**src/rtl/cit_pkg.sv**
```systemverilog
package cit_pkg;

    // Clocking: core is fully static, so any rate up to the ceiling works
    localparam int CIT_CLK_HZ = 20000000;
    localparam int CIT_MAX_CLK_HZ = 25000000;

    // Cycle and byte figures
    localparam logic [3:0] CIT_CYC_ONE = 4'h1;
    localparam logic [3:0] CIT_MAX_CYC = 4'h8;
    localparam logic [3:0] CIT_CNT_IDLE = 4'h0;
    localparam logic [1:0] CIT_BYTES_MAX = 2'h3;

    // Program counter
    localparam logic [15:0] CIT_PC_RESET = 16'h0000;
    localparam logic [15:0] CIT_PC_STEP = 16'h0001;

    // Opcodes with fixed timing that the checks look at
    localparam logic [7:0] CIT_OP_JZ = 8'h60;
    localparam logic [7:0] CIT_OP_MUL = 8'hA4;
    localparam logic [7:0] CIT_OP_DIV = 8'h84;
    localparam logic [7:0] CIT_OP_INC_DATA_POINTER = 8'hA3;
    localparam logic [7:0] CIT_OP_ADD_REG_LO = 8'h28;
    localparam logic [7:0] CIT_OP_ADD_WITH_CARRY_REG_HI = 8'h3F;
    localparam logic [7:0] CIT_OP_SUBTRACT_WITH_BORROW_IND0 = 8'h96;
    localparam logic [7:0] CIT_OP_SUBTRACT_WITH_BORROW_IND1 = 8'h97;

    // Operand addressing modes
    typedef enum logic [2:0] {
        CIT_MODE_IMPL,
        CIT_MODE_REG,
        CIT_MODE_IND,
        CIT_MODE_DIR,
        CIT_MODE_IMM,
        CIT_MODE_EXT,
        CIT_MODE_REL
    } cit_mode_e;

    // Branch condition selects
    typedef enum logic [3:0] {
        CIT_C_NONE,
        CIT_C_ACC_ZERO,
        CIT_C_ACC_NZ,
        CIT_C_CARRY,
        CIT_C_NCARRY,
        CIT_C_BIT,
        CIT_C_NBIT,
        CIT_C_CMP_NE,
        CIT_C_DEC_NZ
    } cit_cond_e;

    typedef enum logic {
        CIT_ST_OPCODE,
        CIT_ST_EXEC
    } cit_state_e;

    // Decoded timing of one opcode; cyc is the taken (full) duration
    typedef struct packed {
        logic [1:0] bytes;
        logic [3:0] cyc;
        logic redir;
        cit_cond_e csel;
        cit_mode_e mode;
    } cit_dec_s;

    // Status from the datapath, valid in the branch decision cycle
    typedef struct packed {
        logic acc_zero;
        logic carry;
        logic bit_set;
        logic cmp_ne;
        logic dec_nz;
    } cit_flags_s;

    // Summary of a retired instruction
    typedef struct packed {
        logic [7:0] opcode;
        logic [1:0] bytes;
        logic [3:0] cycles;
        logic taken;
        cit_mode_e mode;
    } cit_retire_s;

endpackage : cit_pkg

```
**src/rtl/cit_core_timing.sv**
```systemverilog
`timescale 1ns/100ps
// Function
// [RULE_01] Every opcode decodes with the standard eight-bit encoding, addressing mode and flag behaviour.
// [RULE_02] Instruction length is counted in plain clock cycles with no machine cycle.
// [RULE_03] No instruction runs longer than eight clocks.
// [RULE_04] A conditional branch that is not taken ends one clock before the taken case.
// [RULE_05] Most instructions take as many clocks as they have bytes.
// [RULE_06] The core is static from zero to 25 MHz and can retire one instruction per clock.
// [RULE_07] There are 109 instructions, 26 of one clock and 50 of two.
// [RULE_08] Add and add_with_carry take one clock from a working_register and two from other operands.
// [RULE_09] Subtract_with_borrow takes one clock from a register and two otherwise, indirect being one byte.
// [RULE_10] Logic ops of an immediate into a direct byte are three bytes and three clocks.
// [RULE_11] Logic ops with an indirect_ram_operand into the accumulator are one byte and two clocks.
// [RULE_12] Logic ops of the accumulator into a direct byte are two bytes and two clocks.
// [RULE_13] Logic ops with a working_register into the accumulator are one byte and one clock.
// [RULE_14] Jump_if_acc_zero is two bytes, two clocks not taken and three taken.
// [RULE_15] External_data_move takes three clocks for both address widths.
// [RULE_16] Multiply_op takes four clocks and divide_op eight, the only eight-clock instruction.
// [RULE_17] Incrementing the data_pointer is one byte and one clock, all sixteen bits at once.
module cit_core_timing (
    // Clock, reset, enable
    input wire logic MCLK,
    input wire logic RESETN,
    input wire logic CE,
    // Code memory, read combinationally at CODE_ADDR
    output logic [15:0] CODE_ADDR,
    input wire logic [7:0] CODE_DATA,
    // Datapath status and branch target
    input wire cit_pkg::cit_flags_s FLAGS,
    input wire logic [15:0] TARGET_PC,
    // Progress and retirement
    output logic [7:0] CUR_OPCODE,
    output logic [3:0] CUR_CYCLE,
    output logic INSTR_DONE,
    output cit_pkg::cit_retire_s RETIRE
);
    import cit_pkg::*;

    cit_state_e st_ff, nxt_st;
    logic [15:0] pc_ff, nxt_pc;
    logic [7:0] op_ff, nxt_op;
    logic [3:0] cnt_ff, nxt_cnt;
    logic done_ff, nxt_done;
    cit_retire_s ret_ff, nxt_ret;

    logic [7:0] op_sel;
    cit_dec_s dec;
    logic [3:0] cyc_now;
    logic is_cond;
    logic take;
    logic fetch;
    logic short_end;
    logic full_end;

    // Opcode byte is decoded in the very cycle it arrives
    assign op_sel = (st_ff == CIT_ST_OPCODE) ? CODE_DATA : op_ff;

    cit_opdec u_dec (
        .OPCODE(op_sel),
        .DEC(dec)
    );

    // Condition of the current branch, sampled only in its decision cycle
    always_comb begin
        unique case (dec.csel)
            CIT_C_ACC_ZERO: take = FLAGS.acc_zero; // see [RULE_14]
            CIT_C_ACC_NZ: take = !FLAGS.acc_zero;
            CIT_C_CARRY: take = FLAGS.carry;
            CIT_C_NCARRY: take = !FLAGS.carry;
            CIT_C_BIT: take = FLAGS.bit_set;
            CIT_C_NBIT: take = !FLAGS.bit_set;
            CIT_C_CMP_NE: take = FLAGS.cmp_ne;
            CIT_C_DEC_NZ: take = FLAGS.dec_nz;
            CIT_C_NONE: take = 1'b1;
            default: take = 1'b1;
        endcase
    end

    // Cycle sequencing: one code byte per clock, no machine cycle
    always_comb begin
        nxt_st = st_ff;
        nxt_pc = pc_ff;
        nxt_op = op_ff;
        nxt_cnt = cnt_ff;
        nxt_done = 1'b0;
        nxt_ret = ret_ff;
        cyc_now = (st_ff == CIT_ST_OPCODE) ? CIT_CYC_ONE : cnt_ff + CIT_CYC_ONE; // see [RULE_02]
        is_cond = (dec.csel != CIT_C_NONE);
        // Extra clocks past the byte count fetch nothing, so CODE_ADDR waits for the next opcode
        fetch = (cyc_now <= {2'h0, dec.bytes}); // see [RULE_05]
        short_end = is_cond && (cyc_now == dec.cyc - CIT_CYC_ONE) && !take; // see [RULE_04]
        full_end = (cyc_now == dec.cyc) || (cyc_now >= CIT_MAX_CYC); // see [RULE_03]
        if (fetch) begin
            nxt_pc = pc_ff + CIT_PC_STEP;
        end
        if (st_ff == CIT_ST_OPCODE) begin
            nxt_op = CODE_DATA;
        end
        if (short_end || full_end) begin
            // Single-clock opcodes stay in the opcode state: one per clock
            nxt_st = CIT_ST_OPCODE; // see [RULE_06]
            nxt_cnt = CIT_CNT_IDLE;
            nxt_done = 1'b1;
            nxt_ret.opcode = op_sel;
            nxt_ret.bytes = dec.bytes;
            nxt_ret.cycles = cyc_now;
            nxt_ret.taken = is_cond && !short_end;
            nxt_ret.mode = dec.mode;
            if (full_end && dec.redir) begin
                nxt_pc = TARGET_PC;
            end
        end else begin
            nxt_st = CIT_ST_EXEC;
            nxt_cnt = cyc_now;
        end
    end

    // Low CE freezes everything, including a pending done pulse
    always_ff @(posedge MCLK) begin
        if (!RESETN) begin
            st_ff <= CIT_ST_OPCODE;
            pc_ff <= CIT_PC_RESET;
            op_ff <= 8'h00;
            cnt_ff <= CIT_CNT_IDLE;
            done_ff <= 1'b0;
            ret_ff <= '0;
        end else if (CE) begin
            st_ff <= nxt_st;
            pc_ff <= nxt_pc;
            op_ff <= nxt_op;
            cnt_ff <= nxt_cnt;
            done_ff <= nxt_done;
            ret_ff <= nxt_ret;
        end
    end

    assign CODE_ADDR = pc_ff;
    assign CUR_OPCODE = op_ff;
    assign CUR_CYCLE = cnt_ff;
    assign INSTR_DONE = done_ff;
    assign RETIRE = ret_ff;

    AST_MAX_EIGHT: assert property (@(posedge MCLK) disable iff (!RESETN) // see [RULE_03]
        INSTR_DONE |-> (RETIRE.cycles >= CIT_CYC_ONE) && (RETIRE.cycles <= CIT_MAX_CYC))
        else $error("instruction ran outside one to eight clocks");

    AST_CYCLE_STEP: assert property (@(posedge MCLK) disable iff (!RESETN) // see [RULE_02]
        (CE && st_ff == CIT_ST_EXEC && !nxt_done) |=> (cnt_ff == $past(cnt_ff) + CIT_CYC_ONE))
        else $error("cycle count did not advance by one");

    AST_NOT_TAKEN_SHORT: assert property (@(posedge MCLK) disable iff (!RESETN) // see [RULE_04]
        (CE && nxt_done && is_cond && !nxt_ret.taken) |-> (nxt_ret.cycles == dec.cyc - CIT_CYC_ONE))
        else $error("untaken branch not one clock short");

    AST_ADD_REG: assert property (@(posedge MCLK) disable iff (!RESETN) // see [RULE_08]
        (INSTR_DONE && RETIRE.opcode >= CIT_OP_ADD_REG_LO && RETIRE.opcode <= CIT_OP_ADD_WITH_CARRY_REG_HI
         && RETIRE.opcode[3]) |-> (RETIRE.cycles == 4'h1) && (RETIRE.bytes == 2'h1))
        else $error("register add not one byte one clock");

    AST_SUBTRACT_WITH_BORROW_IND: assert property (@(posedge MCLK) disable iff (!RESETN) // see [RULE_09]
        (INSTR_DONE && (RETIRE.opcode == CIT_OP_SUBTRACT_WITH_BORROW_IND0 || RETIRE.opcode == CIT_OP_SUBTRACT_WITH_BORROW_IND1))
        |-> (RETIRE.cycles == 4'h2) && (RETIRE.bytes == 2'h1))
        else $error("indirect subtract timing wrong");

    AST_LOGIC_DIR_IMM: assert property (@(posedge MCLK) disable iff (!RESETN) // see [RULE_10]
        (INSTR_DONE && RETIRE.opcode[3:0] == 4'h3 && RETIRE.opcode[7:4] inside {4'h4, 4'h5, 4'h6})
        |-> (RETIRE.cycles == 4'h3) && (RETIRE.bytes == CIT_BYTES_MAX))
        else $error("logic immediate to direct not three and three");

    AST_LOGIC_IND: assert property (@(posedge MCLK) disable iff (!RESETN) // see [RULE_11]
        (INSTR_DONE && RETIRE.opcode[3:1] == 3'h3 && RETIRE.opcode[7:4] inside {4'h4, 4'h5, 4'h6})
        |-> (RETIRE.cycles == 4'h2) && (RETIRE.bytes == 2'h1) && (RETIRE.mode == CIT_MODE_IND))
        else $error("indirect logic op timing wrong");

    AST_LOGIC_DIR_A: assert property (@(posedge MCLK) disable iff (!RESETN) // see [RULE_12]
        (INSTR_DONE && RETIRE.opcode[3:0] == 4'h2 && RETIRE.opcode[7:4] inside {4'h4, 4'h5, 4'h6})
        |-> (RETIRE.cycles == 4'h2) && (RETIRE.bytes == 2'h2))
        else $error("accumulator to direct logic op timing wrong");

    AST_LOGIC_REG: assert property (@(posedge MCLK) disable iff (!RESETN) // see [RULE_13]
        (INSTR_DONE && RETIRE.opcode[3] && RETIRE.opcode[7:4] inside {4'h4, 4'h5, 4'h6})
        |-> (RETIRE.cycles == 4'h1) && (RETIRE.mode == CIT_MODE_REG))
        else $error("register logic op timing wrong");

    // Decision cycle of a zero jump is its second clock; the flag is ignored elsewhere
    AST_JZ_NOT_TAKEN: assert property (@(posedge MCLK) disable iff (!RESETN) // see [RULE_14]
        (CE && st_ff == CIT_ST_EXEC && op_ff == CIT_OP_JZ && cnt_ff == CIT_CYC_ONE && !FLAGS.acc_zero)
        |=> INSTR_DONE && !RETIRE.taken && RETIRE.cycles == 4'h2 && RETIRE.bytes == 2'h2)
        else $error("untaken zero jump not two clocks");

    AST_JZ_WAIT: assert property (@(posedge MCLK) disable iff (!RESETN) // see [RULE_14]
        (CE && st_ff == CIT_ST_EXEC && op_ff == CIT_OP_JZ && cnt_ff == CIT_CYC_ONE && FLAGS.acc_zero)
        |=> !INSTR_DONE && cnt_ff == 4'h2)
        else $error("taken zero jump ended early");

    AST_JZ_TAKEN: assert property (@(posedge MCLK) disable iff (!RESETN) // see [RULE_14]
        (CE && st_ff == CIT_ST_EXEC && op_ff == CIT_OP_JZ && cnt_ff == 4'h2)
        |=> INSTR_DONE && RETIRE.taken && RETIRE.cycles == 4'h3 && CODE_ADDR == $past(TARGET_PC))
        else $error("taken zero jump not three clocks");

    // A frozen clock must not count towards any instruction length
    AST_FREEZE_HOLD: assert property (@(posedge MCLK) disable iff (!RESETN) // see [RULE_02]
        !CE |=> $stable(CODE_ADDR) && $stable(CUR_CYCLE) && $stable(INSTR_DONE) && $stable(RETIRE))
        else $error("state moved while clock enable low");

    AST_EXT_MOVE: assert property (@(posedge MCLK) disable iff (!RESETN) // see [RULE_15]
        (INSTR_DONE && RETIRE.opcode[7:5] == 3'h7 && RETIRE.opcode[3:2] == 2'h0
         && RETIRE.opcode[1:0] != 2'h1) |-> (RETIRE.cycles == 4'h3) && (RETIRE.mode == CIT_MODE_EXT))
        else $error("external move not three clocks");

    AST_MUL_DIV: assert property (@(posedge MCLK) disable iff (!RESETN) // see [RULE_16]
        INSTR_DONE |-> ((RETIRE.cycles == CIT_MAX_CYC) == (RETIRE.opcode == CIT_OP_DIV))
                    && ((RETIRE.opcode != CIT_OP_MUL) || (RETIRE.cycles == 4'h4)))
        else $error("multiply or divide timing wrong");

    AST_INC_PTR: assert property (@(posedge MCLK) disable iff (!RESETN) // see [RULE_17]
        (CE && st_ff == CIT_ST_OPCODE && CODE_DATA == CIT_OP_INC_DATA_POINTER)
        |=> INSTR_DONE && RETIRE.cycles == 4'h1 && CODE_ADDR == $past(CODE_ADDR) + CIT_PC_STEP)
        else $error("pointer increment not single clock");

    AST_BACK_TO_BACK: assert property (@(posedge MCLK) disable iff (!RESETN) // see [RULE_06]
        (CE && st_ff == CIT_ST_OPCODE && dec.cyc == CIT_CYC_ONE) |=> (INSTR_DONE && st_ff == CIT_ST_OPCODE))
        else $error("single clock opcode did not retire next edge");

endmodule : cit_core_timing

```
**src/rtl/cit_opdec.sv**
```systemverilog
`timescale 1ns/100ps
module cit_opdec (
    // Opcode in
    input wire logic [7:0] OPCODE,
    // Timing out
    output cit_pkg::cit_dec_s DEC
);
    import cit_pkg::*;

    function automatic cit_dec_s mk(input logic [1:0] b, input logic [3:0] c, input cit_mode_e m,
                                    input cit_cond_e cs, input logic rd);
        cit_dec_s r;
        r.bytes = b;
        r.cyc = c;
        r.mode = m;
        r.csel = cs;
        r.redir = rd;
        return r;
    endfunction : mk

    logic [3:0] hi;
    assign hi = OPCODE[7:4];

    // Standard opcode map, grouped by low nibble (see [RULE_01]) (see [RULE_07])
    always_comb begin
        DEC = mk(2'h1, 4'h1, CIT_MODE_IMPL, CIT_C_NONE, 1'b0);
        unique case (OPCODE[3:0])
            4'h0: begin
                case (hi)
                    4'h0: DEC = mk(2'h1, 4'h1, CIT_MODE_IMPL, CIT_C_NONE, 1'b0);
                    4'h1, 4'h2: DEC = mk(2'h3, 4'h4, CIT_MODE_REL, CIT_C_BIT, 1'b1);
                    4'h3: DEC = mk(2'h3, 4'h4, CIT_MODE_REL, CIT_C_NBIT, 1'b1);
                    4'h4: DEC = mk(2'h2, 4'h3, CIT_MODE_REL, CIT_C_CARRY, 1'b1);
                    4'h5: DEC = mk(2'h2, 4'h3, CIT_MODE_REL, CIT_C_NCARRY, 1'b1);
                    4'h6: DEC = mk(2'h2, 4'h3, CIT_MODE_REL, CIT_C_ACC_ZERO, 1'b1); // see [RULE_14]
                    4'h7: DEC = mk(2'h2, 4'h3, CIT_MODE_REL, CIT_C_ACC_NZ, 1'b1);
                    4'h8: DEC = mk(2'h2, 4'h3, CIT_MODE_REL, CIT_C_NONE, 1'b1);
                    4'h9: DEC = mk(2'h3, 4'h3, CIT_MODE_IMM, CIT_C_NONE, 1'b0);
                    4'hE, 4'hF: DEC = mk(2'h1, 4'h3, CIT_MODE_EXT, CIT_C_NONE, 1'b0); // see [RULE_15]
                    default: DEC = mk(2'h2, 4'h2, CIT_MODE_DIR, CIT_C_NONE, 1'b0);
                endcase
            end
            4'h1: DEC = mk(2'h2, 4'h3, CIT_MODE_IMPL, CIT_C_NONE, 1'b1);
            4'h2: begin
                case (hi)
                    4'h0, 4'h1: DEC = mk(2'h3, 4'h4, CIT_MODE_IMPL, CIT_C_NONE, 1'b1);
                    4'h2, 4'h3: DEC = mk(2'h1, 4'h5, CIT_MODE_IMPL, CIT_C_NONE, 1'b1);
                    4'hE, 4'hF: DEC = mk(2'h1, 4'h3, CIT_MODE_EXT, CIT_C_NONE, 1'b0); // see [RULE_15]
                    default: DEC = mk(2'h2, 4'h2, CIT_MODE_DIR, CIT_C_NONE, 1'b0); // see [RULE_12]
                endcase
            end
            4'h3: begin
                case (hi)
                    4'h4, 4'h5, 4'h6: DEC = mk(2'h3, 4'h3, CIT_MODE_DIR, CIT_C_NONE, 1'b0); // see [RULE_10]
                    4'h7: DEC = mk(2'h1, 4'h3, CIT_MODE_IMPL, CIT_C_NONE, 1'b1);
                    4'h8, 4'h9: DEC = mk(2'h1, 4'h3, CIT_MODE_IMPL, CIT_C_NONE, 1'b0);
                    4'hE, 4'hF: DEC = mk(2'h1, 4'h3, CIT_MODE_EXT, CIT_C_NONE, 1'b0); // see [RULE_15]
                    default: DEC = mk(2'h1, 4'h1, CIT_MODE_IMPL, CIT_C_NONE, 1'b0); // see [RULE_17]
                endcase
            end
            4'h4: begin
                case (hi)
                    4'h0, 4'h1, 4'hC, 4'hD, 4'hE, 4'hF: DEC = mk(2'h1, 4'h1, CIT_MODE_IMPL, CIT_C_NONE, 1'b0);
                    4'h8: DEC = mk(2'h1, 4'h8, CIT_MODE_IMPL, CIT_C_NONE, 1'b0); // see [RULE_16]
                    4'hA: DEC = mk(2'h1, 4'h4, CIT_MODE_IMPL, CIT_C_NONE, 1'b0); // see [RULE_16]
                    4'hB: DEC = mk(2'h3, 4'h4, CIT_MODE_IMM, CIT_C_CMP_NE, 1'b1);
                    default: DEC = mk(2'h2, 4'h2, CIT_MODE_IMM, CIT_C_NONE, 1'b0); // see [RULE_08]
                endcase
            end
            4'h5: begin
                case (hi)
                    4'h7, 4'h8: DEC = mk(2'h3, 4'h3, CIT_MODE_DIR, CIT_C_NONE, 1'b0);
                    4'hA: DEC = mk(2'h1, 4'h1, CIT_MODE_IMPL, CIT_C_NONE, 1'b0);
                    4'hB: DEC = mk(2'h3, 4'h4, CIT_MODE_DIR, CIT_C_CMP_NE, 1'b1);
                    4'hD: DEC = mk(2'h3, 4'h4, CIT_MODE_DIR, CIT_C_DEC_NZ, 1'b1);
                    default: DEC = mk(2'h2, 4'h2, CIT_MODE_DIR, CIT_C_NONE, 1'b0); // see [RULE_05]
                endcase
            end
            4'h6, 4'h7: begin
                case (hi)
                    4'h7, 4'h8, 4'hA: DEC = mk(2'h2, 4'h2, CIT_MODE_IND, CIT_C_NONE, 1'b0);
                    4'hB: DEC = mk(2'h3, 4'h5, CIT_MODE_IND, CIT_C_CMP_NE, 1'b1);
                    default: DEC = mk(2'h1, 4'h2, CIT_MODE_IND, CIT_C_NONE, 1'b0); // see [RULE_09] (see [RULE_11])
                endcase
            end
            default: begin
                case (hi)
                    4'h7, 4'h8, 4'hA: DEC = mk(2'h2, 4'h2, CIT_MODE_REG, CIT_C_NONE, 1'b0);
                    4'hB: DEC = mk(2'h3, 4'h4, CIT_MODE_REG, CIT_C_CMP_NE, 1'b1);
                    4'hD: DEC = mk(2'h2, 4'h3, CIT_MODE_REG, CIT_C_DEC_NZ, 1'b1);
                    default: DEC = mk(2'h1, 4'h1, CIT_MODE_REG, CIT_C_NONE, 1'b0); // see [RULE_13]
                endcase
            end
        endcase
    end

endmodule : cit_opdec

```
**config.mk**
```make
export PLATFORM = sky130hd
export DESIGN_NAME = cit_core_timing
export DESIGN_NICKNAME = d
export VERILOG_FILES = /design/src/rtl/cit_pkg.sv /design/src/rtl/cit_core_timing.sv /design/src/rtl/cit_opdec.sv
export SDC_FILE = /design/constraint.sdc
export NUM_CORES = 1
export LEC_CHECK = 0
export BUFFER_PORTS_ARGS = -buffer_cell sky130_fd_sc_hd__buf_2
export CAP_MARGIN = 20
export CORE_ASPECT_RATIO = 1.75
export CORE_UTILIZATION = 41
export CTS_BUF_LIST = sky130_fd_sc_hd__clkbuf_4 sky130_fd_sc_hd__clkbuf_8
export CTS_CLUSTER_SIZE = 25
export DETAILED_ROUTE_END_ITERATION = 10
export PLACE_DENSITY = 0.73
export SYNTH_ARGS = -nofsm -noshare
export SYNTH_HDL_FRONTEND = slang
export SYNTH_SLANG_ARGS = --single-unit
```
**constraint.sdc**
```tcl
create_clock -name MCLK -period 7.9 [get_ports MCLK]
set_input_delay 1.185 -clock MCLK [delete_from_list [all_inputs] [get_ports MCLK]]
set_output_delay 1.185 -clock MCLK [all_outputs]
set_load 0.005 [all_outputs]
```
==> metrics.txt <==
RSZ-0062 raised after global routing no; drt wl/cell 19.0 microns; Post-Syn Area 4100 sq um; number of max-cap violations 0; clock slew at the register clock pins of the worst setup and hold paths 100 ps; minimum clock period 6110 ps; total track usage 0.256; Via Count 4,381; aggregate global routing overflow 0; crit path capture type flip-flop; prevailing post-synth register cell dfxtp_1; HPWL after DPL 9900 microns; Routed Antenna Nets 0; final slew viol count 0; initial antenna violation count 0; top post-synthesis cells by area dfxtp_1 23%, ha_1 4.9%, a21oi_1 4.8%; routability cong. 1.00; drt total wl 13,200 microns; I/O Pins 79; setup TNS 0 ps; Slew @ Worst Pin 955 ps; Max Clk Rate 164 MHz; initial core utilization 0.419; Net Sw Frac 0.434; H-tree depth 2; root buffer cell clkbuf_8; Area Growth Syn to Fin 10.9%; Power Dens Cells 189 nW/um^2; layout cells sized above 1 0.221; Vias/cell 6.29; Peak VDD IR 131 uV; Post-synth EDFFs 0; Hold Path Depth 2; Clk pwr share 0.197; setup bufs post-CTS 0; final core utilization 0.465; sequential area share after synthesis 0.234; placed inst area 4460 sq um; post-synthesis cell count 522; CP required 8160 ps; final hold vios 0; Synth async-reset ratio 0; final setup violating endpoints 0; sequential power share 0.361; syn nets 570; HP Class reg -> reg; Ant. Diodes 0; hold_buf cts 0; Syn Area/Cell 7.86 sq um; most frequent cells after synthesis 48 x dfxtp_1, 45 x nand2_1, 41 x nor2_1, 39 x a21oi_1, 34 x nand3_1; clk_skew 13.6 ps; combinational share of power 0.442; IO Port Bufs 78; Final Cell Area 4550 sq um; die width 77.6 microns; CTS resizes 0; Setup CP Type in -> reg; DIE AREA 10,400 sq um; core area 9790 sq um; final layout net count 618; post-route clock period utilization 0.774; CTS tree built; clk sink count 48; status finished, final reports clean; Clock Tree Buf Depth 2; CTS buffer count 5; Critical Path AT 6380 ps; flops & latches, synth 48; Distinct cells, synth 86; drc violations 0; std cell rows 48; number of global-route vias before repair 4,141; LEAKAGE 1.88 nW; Int Power 0.000488 W; DRT iter0 DRCs 349; largest net degree at the start of global routing 62; Yosys Warn Count 0; r2r worst-path depth 19; Psw 0.000374 W; dominant cell type by area after synthesis dfxtp_1; worst skew pair latency 320 ps; Worst setup SP type primary input; first-pass GRT wire length 20,900 microns; worst-path fanout max 9; area share of the largest cell type after synthesis 0.234; worst rel slew slack 0.364; most frequently used cell type in the post-synthesis netlist dfxtp_1; Die Y-Extent 134 microns; drt pass-1 iters 5
[state kept, by name, indices dropped and copies added (netlist names)]
register and cells:
CUR_OPCODE 8, INSTR_DONE 1, CODE_ADDR 16, RETIRE 18, st_ff 1, CUR_CYCLE 4
[stage by stage]
step	hold slack, ps	total power, W	std cells	setup WS, ps
after floorplan	455	0.000590	522	2160
after global placement	448	0.000684	688	1710
after detailed placement	457	0.000691	688	1430
after CTS	470	0.000861	696	1800
after global routing	495	0.000912	696	1160
final	462	0.000862	696	1790
[placed cells by master, fill, tap and decap left out, drive strengths merged, types with 14 or more instances in the layout]
cell type  instances
o21ai             32
nand3             34
nand4             23
nand2             45
nor2              43
buf               82
inv               14
a21oi             41
ha                16
dfxtp             48
[power groups by stage]
stage	sequential, W	combinational [W]	clock, W
2_1_floorplan	0.000304	0.000286	0
3_3_place_gp	0.000315	0.000369	0
3_5_place_dp	0.000316	0.000375	0
4_1_cts	0.000310	0.000378	0.000173
5_1_grt	0.000316	0.000416	0.000180
6_report	0.000311	0.000381	0.000170
[metal layers]
metal,GRT usage,vias to the layer above,wire [microns]
met1,0.266,2063,4810
met5,0,-,0
met4,0.184,0,809
met2,0.462,180,7090
met3,0.0354,59,512
li1,-,2079,-
[area by class of cell]
type,count,area [sq um]
Fill cell,1006,5240
Multi-Input combinational cell,420,2870
Sequential cell,48,962
Clock buffer,6,82.6
Inverter,13,48.8
Timing Repair Buffer,82,420
Tap cell,125,156
Clock inverter,2,13.8
[cells by family (layout without fill, tap and decap cells)]
logic type / count (synthesis) / count (layout) / share of synthesized area
buf+inv: 54 / 103 / 0.0668
simple gates: 223 / 223 / 0.307
flops: 48 / 48 / 0.234
mux: 12 / 12 / 0.0326
xor+xnor: 9 / 9 / 0.0210
fa+ha+maj: 16 / 16 / 0.0488
compound gates: 160 / 160 / 0.289
[critical path, cell delays in order]
cell and delay (ps):
buf_2 100, mux2i_1 530, inv_1 290, ha_1 370, and4bb_1 280, or2_1 330, nor2_1 220, o2111ai_1 140
a2111oi_0 580, ha_1 340, nor2b_1 130, o21ai_0 210, o211ai_1 210, or3_1 440, nor2_1 170, and3_1 210
and3_1 200, nor4b_1 230, o21ai_0 120, nand3_1 100
[worst paths after layout]
| path | start | to | slack [ps] |
|---|---|---|---|
| worst max-delay path | CODE_DATA[5] | CODE_ADDR[13]$_SDFFE_PN0P_ | 1790 |
| worst min-delay path | RETIRE[5]$_SDFFE_PN0P_ | RETIRE[5]$_SDFFE_PN0P_ | 460 |
| worst max register to register | st_ff$_SDFFE_PN0P_ | CODE_ADDR[13]$_SDFFE_PN0P_ | 2000 |
| worst min register to register | RETIRE[5]$_SDFFE_PN0P_ | RETIRE[5]$_SDFFE_PN0P_ | 460 |
(Power assumes the default switching activity.)
